$ cat src/rtl/tap_pkg.sv
// Purpose: Shared constants, types and step lookup for the tap timing block.
// Assumes: 125 MHz system clock; register addresses are byte offsets on an 8-bit port.
// Notes:   Step lengths are kept as powers of two of the 0.625 ms base step.
package tap_pkg;

  // Register offsets.
  localparam logic [7:0] ADDR_Z_THRESH    = 8'h25;
  localparam logic [7:0] ADDR_WIDTH_LIMIT = 8'h26;
  localparam logic [7:0] ADDR_LATENCY     = 8'h27;
  localparam logic [7:0] ADDR_WINDOW      = 8'h28;
  localparam logic [7:0] ADDR_CTRL        = 8'h30;
  localparam logic [7:0] ADDR_STATUS      = 8'h31;

  // Reset values and field masks.
  localparam logic [7:0] RESET_REG   = 8'h00;
  localparam logic [7:0] THRESH_MASK = 8'h7f;
  localparam int         MAG_LSB     = 6;

  // Timing: the base step is the shortest tabulated step.
  localparam real         STEP_BASE_MS     = 0.625;
  localparam real         CLK_PERIOD_NS    = 8.0;
  localparam int unsigned STEP_BASE_CYCLES = int'(STEP_BASE_MS * 1.0e6 / CLK_PERIOD_NS);
  localparam int          STEP_W           = 32;
  localparam int          EXP_W            = 4;

  typedef enum logic [1:0] {
    MODE_NORMAL,
    MODE_LOW_NOISE,
    MODE_HIGH_RES,
    MODE_LOW_POWER
  } power_mode_type;

  typedef struct packed {
    logic           double_en;
    logic           hybrid;
    logic           hpf_en;
    power_mode_type mode;
    logic [2:0]     sample_rate;
  } ctrl_type;

  typedef struct packed {
    logic double_tap;
    logic single_tap;
  } tap_event_type;

  // Width-limit step as a power of two of the base step.
  // Rate codes 0..7 stand for 800, 400, 200, 100, 50, 12.5, 6.25 and 1.56 Hz.
  function automatic logic [EXP_W-1:0] width_step_exp(input logic [2:0] rate,
                                                      input power_mode_type mode,
                                                      input logic hpf_en);
    logic [EXP_W-1:0] raw;
    logic [EXP_W-1:0] cap;
    raw = {1'b0, rate} + {3'h0, (rate >= 3'h5)};
    if (mode == MODE_HIGH_RES)
    begin
      raw = hpf_en ? ((rate == 3'h0) ? 4'h1 : 4'h2) : 4'h0;
      cap = 4'h2;
    end
    else if (hpf_en)
    begin
      raw = raw + 4'h1;
      cap = (mode == MODE_NORMAL) ? 4'h5 : (mode == MODE_LOW_NOISE) ? 4'h7 : 4'h8;
    end
    else
    begin
      if (mode != MODE_LOW_POWER)
      begin
        raw = (raw == 4'h0) ? 4'h0 : raw - 4'h1;
      end
      cap = (mode == MODE_NORMAL) ? 4'h3 : (mode == MODE_LOW_NOISE) ? 4'h5 : 4'h6;
    end
    return (raw > cap) ? cap : raw;
  endfunction

endpackage

$ cat src/rtl/tap_step_timer.sv
// Purpose: Counts a programmed number of steps, each a given number of clock cycles.
// Assumes: step_cycles is at least one and stays steady while the timer runs.
// Notes:   expired stays high from the last step until the next start.
`timescale 1ns/100ps
module tap_step_timer #(
  parameter int STEP_W = 32
) (
  // Clock and reset.
  input  wire logic              clk,
  input  wire logic              arst_n,
  // Control.
  input  wire logic              start,
  input  wire logic [7:0]        limit,
  input  wire logic [STEP_W-1:0] step_cycles,
  // Status.
  output logic                   expired
);

  typedef struct packed {
    logic              active;
    logic [STEP_W-1:0] pre;
    logic [7:0]        steps;
  } timer_state_type;

  timer_state_type s;
  timer_state_type next_s;

  assign expired = s.active && (s.steps == limit);

  always_comb
  begin
    next_s = s;
    if (start)
    begin
      next_s.active = 1'b1;
      next_s.pre    = '0;
      next_s.steps  = 8'h00;
    end
    else if (s.active && !expired)
    begin
      if (s.pre == step_cycles - 1'b1)
      begin
        next_s.pre   = '0;
        next_s.steps = s.steps + 8'h01;
      end
      else
      begin
        next_s.pre = s.pre + 1'b1;
      end
    end
  end

  always_ff @(posedge clk or negedge arst_n)
  begin
    if (!arst_n)
    begin
      s <= '0;
    end
    else
    begin
      s <= next_s;
    end
  end

  AST_TIMER_ZERO: assert property (@(posedge clk) disable iff (!arst_n)
    (start && limit == 8'h00) ##1 (limit == 8'h00) |-> expired)
    else $error("Zero limit did not expire at once.");

  AST_TIMER_STEP: assert property (@(posedge clk) disable iff (!arst_n)
    (s.active && !expired && !start && s.pre == step_cycles - 1'b1) |=> (s.steps == $past(s.steps) + 8'h01))
    else $error("Step counter did not advance at the end of a step.");

endmodule

$ cat src/rtl/tap_pulse_timing_config.sv
// Purpose: Z-axis tap threshold, pulse width limit, latency and window timing.
// Assumes: Z samples arrive on the system clock at a fixed 8 g scale, 14-bit signed.
// Notes:   Registers sit at their byte offsets on a plain strobe port.
//
// The implementer's own choice: the plain strobed port.
`timescale 1ns/100ps
module tap_pulse_timing_config #(
  parameter int unsigned BASE_STEP_CYCLES = tap_pkg::STEP_BASE_CYCLES
) (
  // Clock and reset.
  input  wire logic                   SYS_CLK,
  input  wire logic                   ARST_N,
  // Register port.
  input  wire logic [7:0]             ADDR,
  input  wire logic [7:0]             WR_DATA,
  input  wire logic                   WR_EN,
  input  wire logic                   RD_EN,
  output logic [7:0]                  RD_DATA,
  // Z-axis samples.
  input  wire logic [13:0]            Z_ACCEL,
  input  wire logic                   Z_VALID,
  // Tap results.
  output tap_pkg::tap_event_type      TAP_EVENT,
  output logic                        TAP_ACTIVE
);

  typedef enum logic [2:0] {
    ST_IDLE,
    ST_FIRST,
    ST_REJECT,
    ST_LATENCY,
    ST_WINDOW,
    ST_SECOND
  } tap_fsm_type;

  typedef struct packed {
    logic [7:0]             z_thresh;
    logic [7:0]             width_limit;
    logic [7:0]             latency;
    logic [7:0]             window;
    tap_pkg::ctrl_type      ctrl;
    tap_pkg::tap_event_type seen;
    logic                   above;
    tap_fsm_type            state;
    logic [7:0]             rd_data;
    tap_pkg::tap_event_type event_out;
    logic                   active;
  } main_state_type;

  main_state_type s;
  main_state_type next_s;

  logic [tap_pkg::EXP_W-1:0]  width_exp;
  logic [tap_pkg::EXP_W-1:0]  gap_exp;
  logic [tap_pkg::STEP_W-1:0] width_step;
  logic [tap_pkg::STEP_W-1:0] gap_step;
  logic [13:0]                z_mag;
  logic                       sample_above;
  logic                       width_start;
  logic                       gap_start;
  logic                       width_expired;
  logic                       gap_expired;
  logic [7:0]                 gap_limit;

  // Step lengths follow rate, mode, filter path and hybrid doubling.
  always_comb
  begin
    width_exp  = tap_pkg::width_step_exp(s.ctrl.sample_rate, s.ctrl.mode, s.ctrl.hpf_en)
                 + {3'h0, s.ctrl.hybrid};
    gap_exp    = width_exp + 4'h1;
    width_step = tap_pkg::STEP_W'(BASE_STEP_CYCLES) << width_exp;
    gap_step   = tap_pkg::STEP_W'(BASE_STEP_CYCLES) << gap_exp;
  end

  // Compare the magnitude, cut to 1/16 g units, against the 8 g scale threshold.
  always_comb
  begin
    z_mag        = Z_ACCEL[13] ? (~Z_ACCEL + 14'h0001) : Z_ACCEL;
    sample_above = z_mag[13:tap_pkg::MAG_LSB] > s.z_thresh;
  end

  // The gap timer serves the latency and then the window; both share one step.
  assign gap_limit = (s.state == ST_WINDOW) ? s.window : s.latency;

  tap_step_timer #(
    .STEP_W      (tap_pkg::STEP_W)
  ) width_timer (
    .clk         (SYS_CLK),
    .arst_n      (ARST_N),
    .start       (width_start),
    .limit       (s.width_limit),
    .step_cycles (width_step),
    .expired     (width_expired)
  );

  tap_step_timer #(
    .STEP_W      (tap_pkg::STEP_W)
  ) gap_timer (
    .clk         (SYS_CLK),
    .arst_n      (ARST_N),
    .start       (gap_start),
    .limit       (gap_limit),
    .step_cycles (gap_step),
    .expired     (gap_expired)
  );

  always_comb
  begin
    next_s      = s;
    width_start = 1'b0;
    gap_start   = 1'b0;
    next_s.event_out = '0;

    if (Z_VALID)
    begin
      next_s.above = sample_above;
    end

    // Register writes.
    if (WR_EN)
    begin
      unique case (ADDR)
        tap_pkg::ADDR_Z_THRESH:    next_s.z_thresh    = WR_DATA & tap_pkg::THRESH_MASK;
        tap_pkg::ADDR_WIDTH_LIMIT: next_s.width_limit = WR_DATA;
        tap_pkg::ADDR_LATENCY:     next_s.latency     = WR_DATA;
        tap_pkg::ADDR_WINDOW:      next_s.window      = WR_DATA;
        tap_pkg::ADDR_CTRL:        next_s.ctrl        = tap_pkg::ctrl_type'(WR_DATA);
        default:                   next_s.ctrl        = s.ctrl;
      endcase
    end

    // Register reads; the status flags clear on read.
    next_s.rd_data = 8'h00;
    if (RD_EN)
    begin
      unique case (ADDR)
        tap_pkg::ADDR_Z_THRESH:    next_s.rd_data = s.z_thresh;
        tap_pkg::ADDR_WIDTH_LIMIT: next_s.rd_data = s.width_limit;
        tap_pkg::ADDR_LATENCY:     next_s.rd_data = s.latency;
        tap_pkg::ADDR_WINDOW:      next_s.rd_data = s.window;
        tap_pkg::ADDR_CTRL:        next_s.rd_data = s.ctrl;
        tap_pkg::ADDR_STATUS:
        begin
          next_s.rd_data = {5'h00, s.active, s.seen};
          next_s.seen    = '0;
        end
        default:                   next_s.rd_data = 8'h00;
      endcase
    end

    // Tap sequence.
    unique case (s.state)
      ST_IDLE:
      begin
        if (s.above)
        begin
          width_start  = 1'b1;
          next_s.state = ST_FIRST;
        end
      end
      ST_FIRST:
      begin
        if (width_expired)
        begin
          next_s.state = ST_REJECT;
        end
        else if (!s.above)
        begin
          next_s.event_out.single_tap = 1'b1;
          gap_start    = 1'b1;
          next_s.state = ST_LATENCY;
        end
      end
      ST_REJECT:
      begin
        if (!s.above)
        begin
          next_s.state = ST_IDLE;
        end
      end
      ST_LATENCY:
      begin
        if (gap_expired)
        begin
          gap_start    = s.ctrl.double_en;
          next_s.state = s.ctrl.double_en ? ST_WINDOW : ST_IDLE;
        end
      end
      ST_WINDOW:
      begin
        if (s.above)
        begin
          width_start  = 1'b1;
          next_s.state = ST_SECOND;
        end
        else if (gap_expired)
        begin
          next_s.state = ST_IDLE;
        end
      end
      ST_SECOND:
      begin
        if (width_expired)
        begin
          next_s.state = ST_REJECT;
        end
        else if (!s.above)
        begin
          next_s.event_out.double_tap = 1'b1;
          next_s.state = ST_IDLE;
        end
      end
      default:
      begin
        next_s.state = ST_IDLE;
      end
    endcase

    // An event in the same cycle as a status read stays flagged.
    next_s.seen   = next_s.seen | next_s.event_out;
    next_s.active = (next_s.state != ST_IDLE);
  end

  always_ff @(posedge SYS_CLK or negedge ARST_N)
  begin
    if (!ARST_N)
    begin
      s <= '0;
    end
    else
    begin
      s <= next_s;
    end
  end

  assign RD_DATA    = s.rd_data;
  assign TAP_EVENT  = s.event_out;
  assign TAP_ACTIVE = s.active;

  AST_THRESH_WRITE: assert property (@(posedge SYS_CLK) disable iff (!ARST_N)
    (WR_EN && ADDR == tap_pkg::ADDR_Z_THRESH) |=> (s.z_thresh == ($past(WR_DATA) & 8'h7f)))
    else $error("Threshold write not stored as seven bits.");

  AST_WIDTH_READBACK: assert property (@(posedge SYS_CLK) disable iff (!ARST_N)
    (WR_EN && ADDR == tap_pkg::ADDR_WIDTH_LIMIT) ##1 (RD_EN && ADDR == tap_pkg::ADDR_WIDTH_LIMIT && !WR_EN)
      |=> (RD_DATA == $past(WR_DATA, 2)))
    else $error("Width limit did not read back.");

  AST_LATENCY_WRITE: assert property (@(posedge SYS_CLK) disable iff (!ARST_N)
    (WR_EN && ADDR == tap_pkg::ADDR_LATENCY) |=> (s.latency == $past(WR_DATA)))
    else $error("Latency write not stored.");

  AST_PULSE_TOO_LONG: assert property (@(posedge SYS_CLK) disable iff (!ARST_N)
    (s.state == ST_FIRST && width_expired) |=> (s.state == ST_REJECT && !TAP_EVENT.single_tap))
    else $error("Over-long pulse was not rejected.");

  AST_SINGLE_CAUSE: assert property (@(posedge SYS_CLK) disable iff (!ARST_N)
    TAP_EVENT.single_tap |-> (s.state == ST_LATENCY && $past(s.state) == ST_FIRST))
    else $error("Single tap without a valid first pulse.");

  AST_LATENCY_IGNORES: assert property (@(posedge SYS_CLK) disable iff (!ARST_N)
    (s.state == ST_LATENCY && !gap_expired) |=> (s.state == ST_LATENCY))
    else $error("Latency interval left early.");

  AST_WINDOW_OPENS: assert property (@(posedge SYS_CLK) disable iff (!ARST_N)
    (s.state == ST_LATENCY && gap_expired && s.ctrl.double_en) |=> (s.state == ST_WINDOW))
    else $error("Window did not open after latency.");

  AST_DOUBLE_CAUSE: assert property (@(posedge SYS_CLK) disable iff (!ARST_N)
    TAP_EVENT.double_tap |-> ($past(s.state) == ST_SECOND && TAP_ACTIVE == 1'b0))
    else $error("Double tap without a second pulse.");

  AST_LATENCY_STEP: assert property (@(posedge SYS_CLK) disable iff (!ARST_N)
    gap_step == (width_step << 1))
    else $error("Latency step is not twice the width step.");

  AST_HYBRID_DOUBLES: assert property (@(posedge SYS_CLK) disable iff (!ARST_N)
    s.ctrl.hybrid |-> (width_step == (tap_pkg::STEP_W'(BASE_STEP_CYCLES)
      << tap_pkg::width_step_exp(s.ctrl.sample_rate, s.ctrl.mode, s.ctrl.hpf_en)) << 1))
    else $error("Hybrid operation did not double the step.");

  AST_THRESH_TOP_ZERO: assert property (@(posedge SYS_CLK) disable iff (!ARST_N)
    (RD_EN && ADDR == tap_pkg::ADDR_Z_THRESH) |=> !RD_DATA[7])
    else $error("Threshold top bit did not read zero.");

  AST_RD_IDLE_ZERO: assert property (@(posedge SYS_CLK) disable iff (!ARST_N)
    !RD_EN |=> (RD_DATA == 8'h00))
    else $error("Read data not zero outside a read.");

  AST_STATUS_CLEARS: assert property (@(posedge SYS_CLK) disable iff (!ARST_N)
    (RD_EN && ADDR == tap_pkg::ADDR_STATUS && next_s.event_out == 2'b00) |=> (s.seen == 2'b00))
    else $error("Status flags did not clear on read.");

  AST_EVENT_FLAGGED: assert property (@(posedge SYS_CLK) disable iff (!ARST_N)
    (s.seen | TAP_EVENT) == s.seen)
    else $error("Tap event not kept in the status flags.");

  AST_EVENT_ONE_CYCLE: assert property (@(posedge SYS_CLK) disable iff (!ARST_N)
    TAP_EVENT.single_tap |=> !TAP_EVENT.single_tap)
    else $error("Single tap pulse lasted more than one cycle.");

  AST_LATENCY_NO_START: assert property (@(posedge SYS_CLK) disable iff (!ARST_N)
    (s.state == ST_LATENCY && s.above) |=> (s.state != ST_FIRST && s.state != ST_SECOND))
    else $error("Pulse start accepted during latency.");

  AST_REJECT_HOLDS: assert property (@(posedge SYS_CLK) disable iff (!ARST_N)
    (s.state == ST_REJECT && s.above) |=> (s.state == ST_REJECT))
    else $error("Rejected pulse left before falling below threshold.");

  AST_SECOND_TOO_LONG: assert property (@(posedge SYS_CLK) disable iff (!ARST_N)
    (s.state == ST_SECOND && width_expired) |=> (s.state == ST_REJECT && !TAP_EVENT.double_tap))
    else $error("Over-long second pulse was not rejected.");

  AST_WINDOW_CLOSES: assert property (@(posedge SYS_CLK) disable iff (!ARST_N)
    (s.state == ST_WINDOW && gap_expired && !s.above) |=> (s.state == ST_IDLE))
    else $error("Window did not close when it expired.");

  AST_SECOND_START: assert property (@(posedge SYS_CLK) disable iff (!ARST_N)
    (s.state == ST_WINDOW && s.above) |=> (s.state == ST_SECOND))
    else $error("Second pulse start inside the window was missed.");

  AST_HIGH_RES_CAP: assert property (@(posedge SYS_CLK) disable iff (!ARST_N)
    (s.ctrl.mode == tap_pkg::MODE_HIGH_RES && !s.ctrl.hybrid) |-> (width_exp <= 4'h2))
    else $error("High resolution width step out of range.");

  AST_FIRST_START: assert property (@(posedge SYS_CLK) disable iff (!ARST_N)
    (s.state == ST_IDLE && s.above) |=> (s.state == ST_FIRST))
    else $error("Pulse start did not open the width interval.");

  AST_FIRST_ENDS: assert property (@(posedge SYS_CLK) disable iff (!ARST_N)
    (s.state == ST_FIRST && !width_expired && !s.above) |=> (s.state == ST_LATENCY && TAP_EVENT.single_tap))
    else $error("Valid first pulse did not give a single tap.");

endmodule

$ cat config.mk
export PLATFORM = sky130hd
export DESIGN_NAME = tap_pulse_timing_config
export DESIGN_NICKNAME = d
export VERILOG_FILES = /design/src/rtl/tap_pkg.sv /design/src/rtl/tap_step_timer.sv /design/src/rtl/tap_pulse_timing_config.sv
export SDC_FILE = /design/constraint.sdc
export NUM_CORES = 1
export LEC_CHECK = 0
export BUFFER_PORTS_ARGS = -buffer_cell sky130_fd_sc_hd__buf_2
export CORE_ASPECT_RATIO = 1.1
export CORE_MARGIN = 2
export CORE_UTILIZATION = 30
export CTS_BUF_LIST = sky130_fd_sc_hd__clkbuf_4
export CTS_CLUSTER_SIZE = 24
export DETAILED_ROUTE_END_ITERATION = 16
export PLACE_DENSITY = 0.45
export SLEW_MARGIN = 20
export SYNTH_ARGS = -nofsm -noshare
export SYNTH_HDL_FRONTEND = slang
export SYNTH_SLANG_ARGS = --single-unit
$ cat constraint.sdc
create_clock -name SYS_CLK -period 9 [get_ports SYS_CLK]
set_input_delay 0.45 -clock SYS_CLK [delete_from_list [all_inputs] [get_ports SYS_CLK]]
set_output_delay 0.45 -clock SYS_CLK [all_outputs]
set_load 0.02 [all_outputs]
==> run_results.csv <==
group,metric,value,unit
placed_design,hpwlAfterDp,25.5,mm
critical_path,r2r_slack,0.69,ns
logic_synthesis,syn_inst,1312,
logic_synthesis,synth_edf_count,0,
route,ant_nets,0,
critical_path,critPathArrivalTime,8.83,ns
die,start_util,30.4,%
layout,fill_cells,3850,
logic_synthesis,avgSynthCellArea,8.35,µm²
die,dieArea,0.0381,mm²
logic_synthesis,synth_area,0.0110,mm²
logic_synthesis,yosysWarnings,0,
global_routing,use_met1,23.7,%
route,avgRoutedWirePerCell,19.2,µm
layout,layout.cells.non_filler,1822,
critical_path,worstPathMaxFanout,33,
logic_synthesis,async_flop_share,100,%
layout,register_area,0.00345,mm²
clock_network,cts_max_level,4,
timing,max_slew_margin,20.5,%
timing,worst_clock_skew,0.0279,ns
timing,period_share,92.3,%
outcome,outcome,"completed",
global_routing,grt_max_degree,72,
timing,rsz0062_at_grt,"false",
pwr,power_density,256,mW/mm²
timing,setup_viol,0,
timing,worst_pin_slew,1.18,ns
timing,hold_viol,0,
pwr,ir_drop,139,µV
placed_design,port_buffers,45,
global_routing,grt_pass1_wl,55.2,mm
clock_network,clk_path_buf_depth,2,
route,vias,10000,
logic_synthesis,syn_nets,1378,
critical_path,cp-end-kind,"flop",
timing,max_freq,0.120,GHz
route,drc,0,
global_routing,use_met2,32.3,%
critical_path,worstPathRequired,9.52,ns
die,die_h,204,µm
logic_synthesis,synth-seq-cells,138,
critical_path,crit_top_cell,"ha_1",
global_routing,grt_pass1_vias,9699,
route,drt_iter0_markers,807,
critical_path,slowest_delay,0.48,ns
global_routing,grt.total_usage,18.9,%
layout,layout.nets,1386,
layout,multiInputGateArea,0.00696,mm²
logic_synthesis,seq_area_frac_synth,31.5,%
clock_network,clock_sinks,138,
global_routing,grt-ovfl-total,0,
clock_network,cts_tree,"built",
clock_network,cts_root_buf,"clkbuf_4",
die,io_pins,46,
layout,final_cell_mix,"dfrtp_1 (138), nor2_1 (132), nand2_1 (124)",
critical_path,slowest_stage,"dfrtp_1",
clock_network,clk_latency,0.65,ns
timing,drv_slew,0,
placed_design,dpl.cell_count,1783,
clock_network,cts_made_buffers,17,
die,core,0.0361,mm²
die,rows,73,
die,fp.dieW,186,µm
global_routing,antenna_found_initial,1,
critical_path,path_delay_family,"compound AO/OA/AOI/OAI gates",
min_path,hp-class,"primary input to flop",
placed_design,gp_congestion,0.866,
layout,drive_gt1_share,14.5,%
layout,layout_commonest_cell,"dfrtp_1",
clock_network,path_clk_slew,0.15,ns
timing,fin_tns_setup,0,ns
critical_path,critPathBufInv,7,
route,drt-total-wl,34.9,mm
logic_synthesis,post_synth_num_cell_types,86,
global_routing,busiest_layer,"met2",
critical_path,startpoint_type,"flop",
route,dr.pass1.iters,6,
logic_synthesis,ys.flop_type,"dfrtp_1",
run,drv_cap,0,
route,avgViaCountPerCell,5.51,
pwr,leakage,4.98,nW
layout,synthToLayoutAreaGrowth,9.83,%
critical_path,criticalPathCategory,"flop to flop",
global_routing,use_met3,2.48,%
timing,fin_crit,8.31,ns
## power breakdown
part           internal [mW]  switching, mW
combinational          0.703           1.22
clock                  0.171          0.279
sequential             0.653         0.0582
total                   1.53           1.56
## routing by layer
layer,vias up,wire length [µm]
li1,4781,-
met1,4931,15300
met2,261,17200
met3,64,1260
met4,0,1130
met5,-,0
## sequential cells by signal, summed over array words and instances (netlist names)
signal / flops
s: 45
gap_timer.s: 41
width_timer.s: 41
RD_DATA: 8
TAP_EVENT: 2
TAP_ACTIVE: 1
## path summary, 6_finish.rpt
kind                                    from                end  cells after the start
max                                    s[17]  width_timer.s[19]                     36
max reg2reg                            s[17]  width_timer.s[19]                     36
min reg2reg                width_timer.s[40]  width_timer.s[40]                      1
max in group asynchronous             ARST_N  width_timer.s[40]                      3
min in group asynchronous             ARST_N       TAP_EVENT[0]                      2
min                               WR_DATA[3]              s[52]                      2
## synthesized netlist by cell type (18+ instances only)
master	number	area share [%]
a21oi_1	57	2.6
a31oi_1	18	1.0
and3_1	18	1.0
clkbuf_1	57	2.0
dfrtp_1	138	32
ha_1	31	3.5
inv_1	47	1.6
mux2_2	49	5.0
mux2i_1	24	2.2
nand2_1	124	4.2
nand3_1	57	2.6
nand4_1	24	1.4
nor2_1	133	4.6
nor3_1	32	1.5
nor4_1	22	1.3
o21ai_0	72	3.3
xnor2_1	78	6.2
xor2_1	47	3.8
## logic make-up after synthesis
family	share of synthesized area [%]
compound gates	20.9
xor+xnor	10.3
fa+ha+maj	3.54
buf+inv	5.53
flops	31.5
mux	7.23
simple gates	21.0
## layout make-up
type,count,area share (%)
timing repair buffer,78,4.26
inverter,52,1.66
sequential,138,28.7
tap,487,5.06
clock inverter,15,1.37
antenna,2,0.0416
multi-input combinational,1033,57.8
clock buffer,17,1.06
## stage by stage
step	util, %	instance area (µm²)	power (mW)	setup WS, ns	hold slack, ns
floorplan	-	11000	2.08	0.0270	0.154
global placement	32.2	11600	2.63	0.521	0.482
detailed placement	32.2	11600	2.62	0.296	0.488
CTS	33.1	11900	3.08	0.211	0.0630
global route	33.4	12000	3.31	0.0589	0.0949
finish	33.4	12000	3.08	0.689	0.0949
## what timing repair did
item	in CTS	in global routing
endpoints found under the setup margin	0	57
gates resized for setup	0	5
setup buffers	0	2
hold buffers	2	0
endpoints found under the hold margin	71	0
Note: power is estimated with default switching activity, not from simulation.
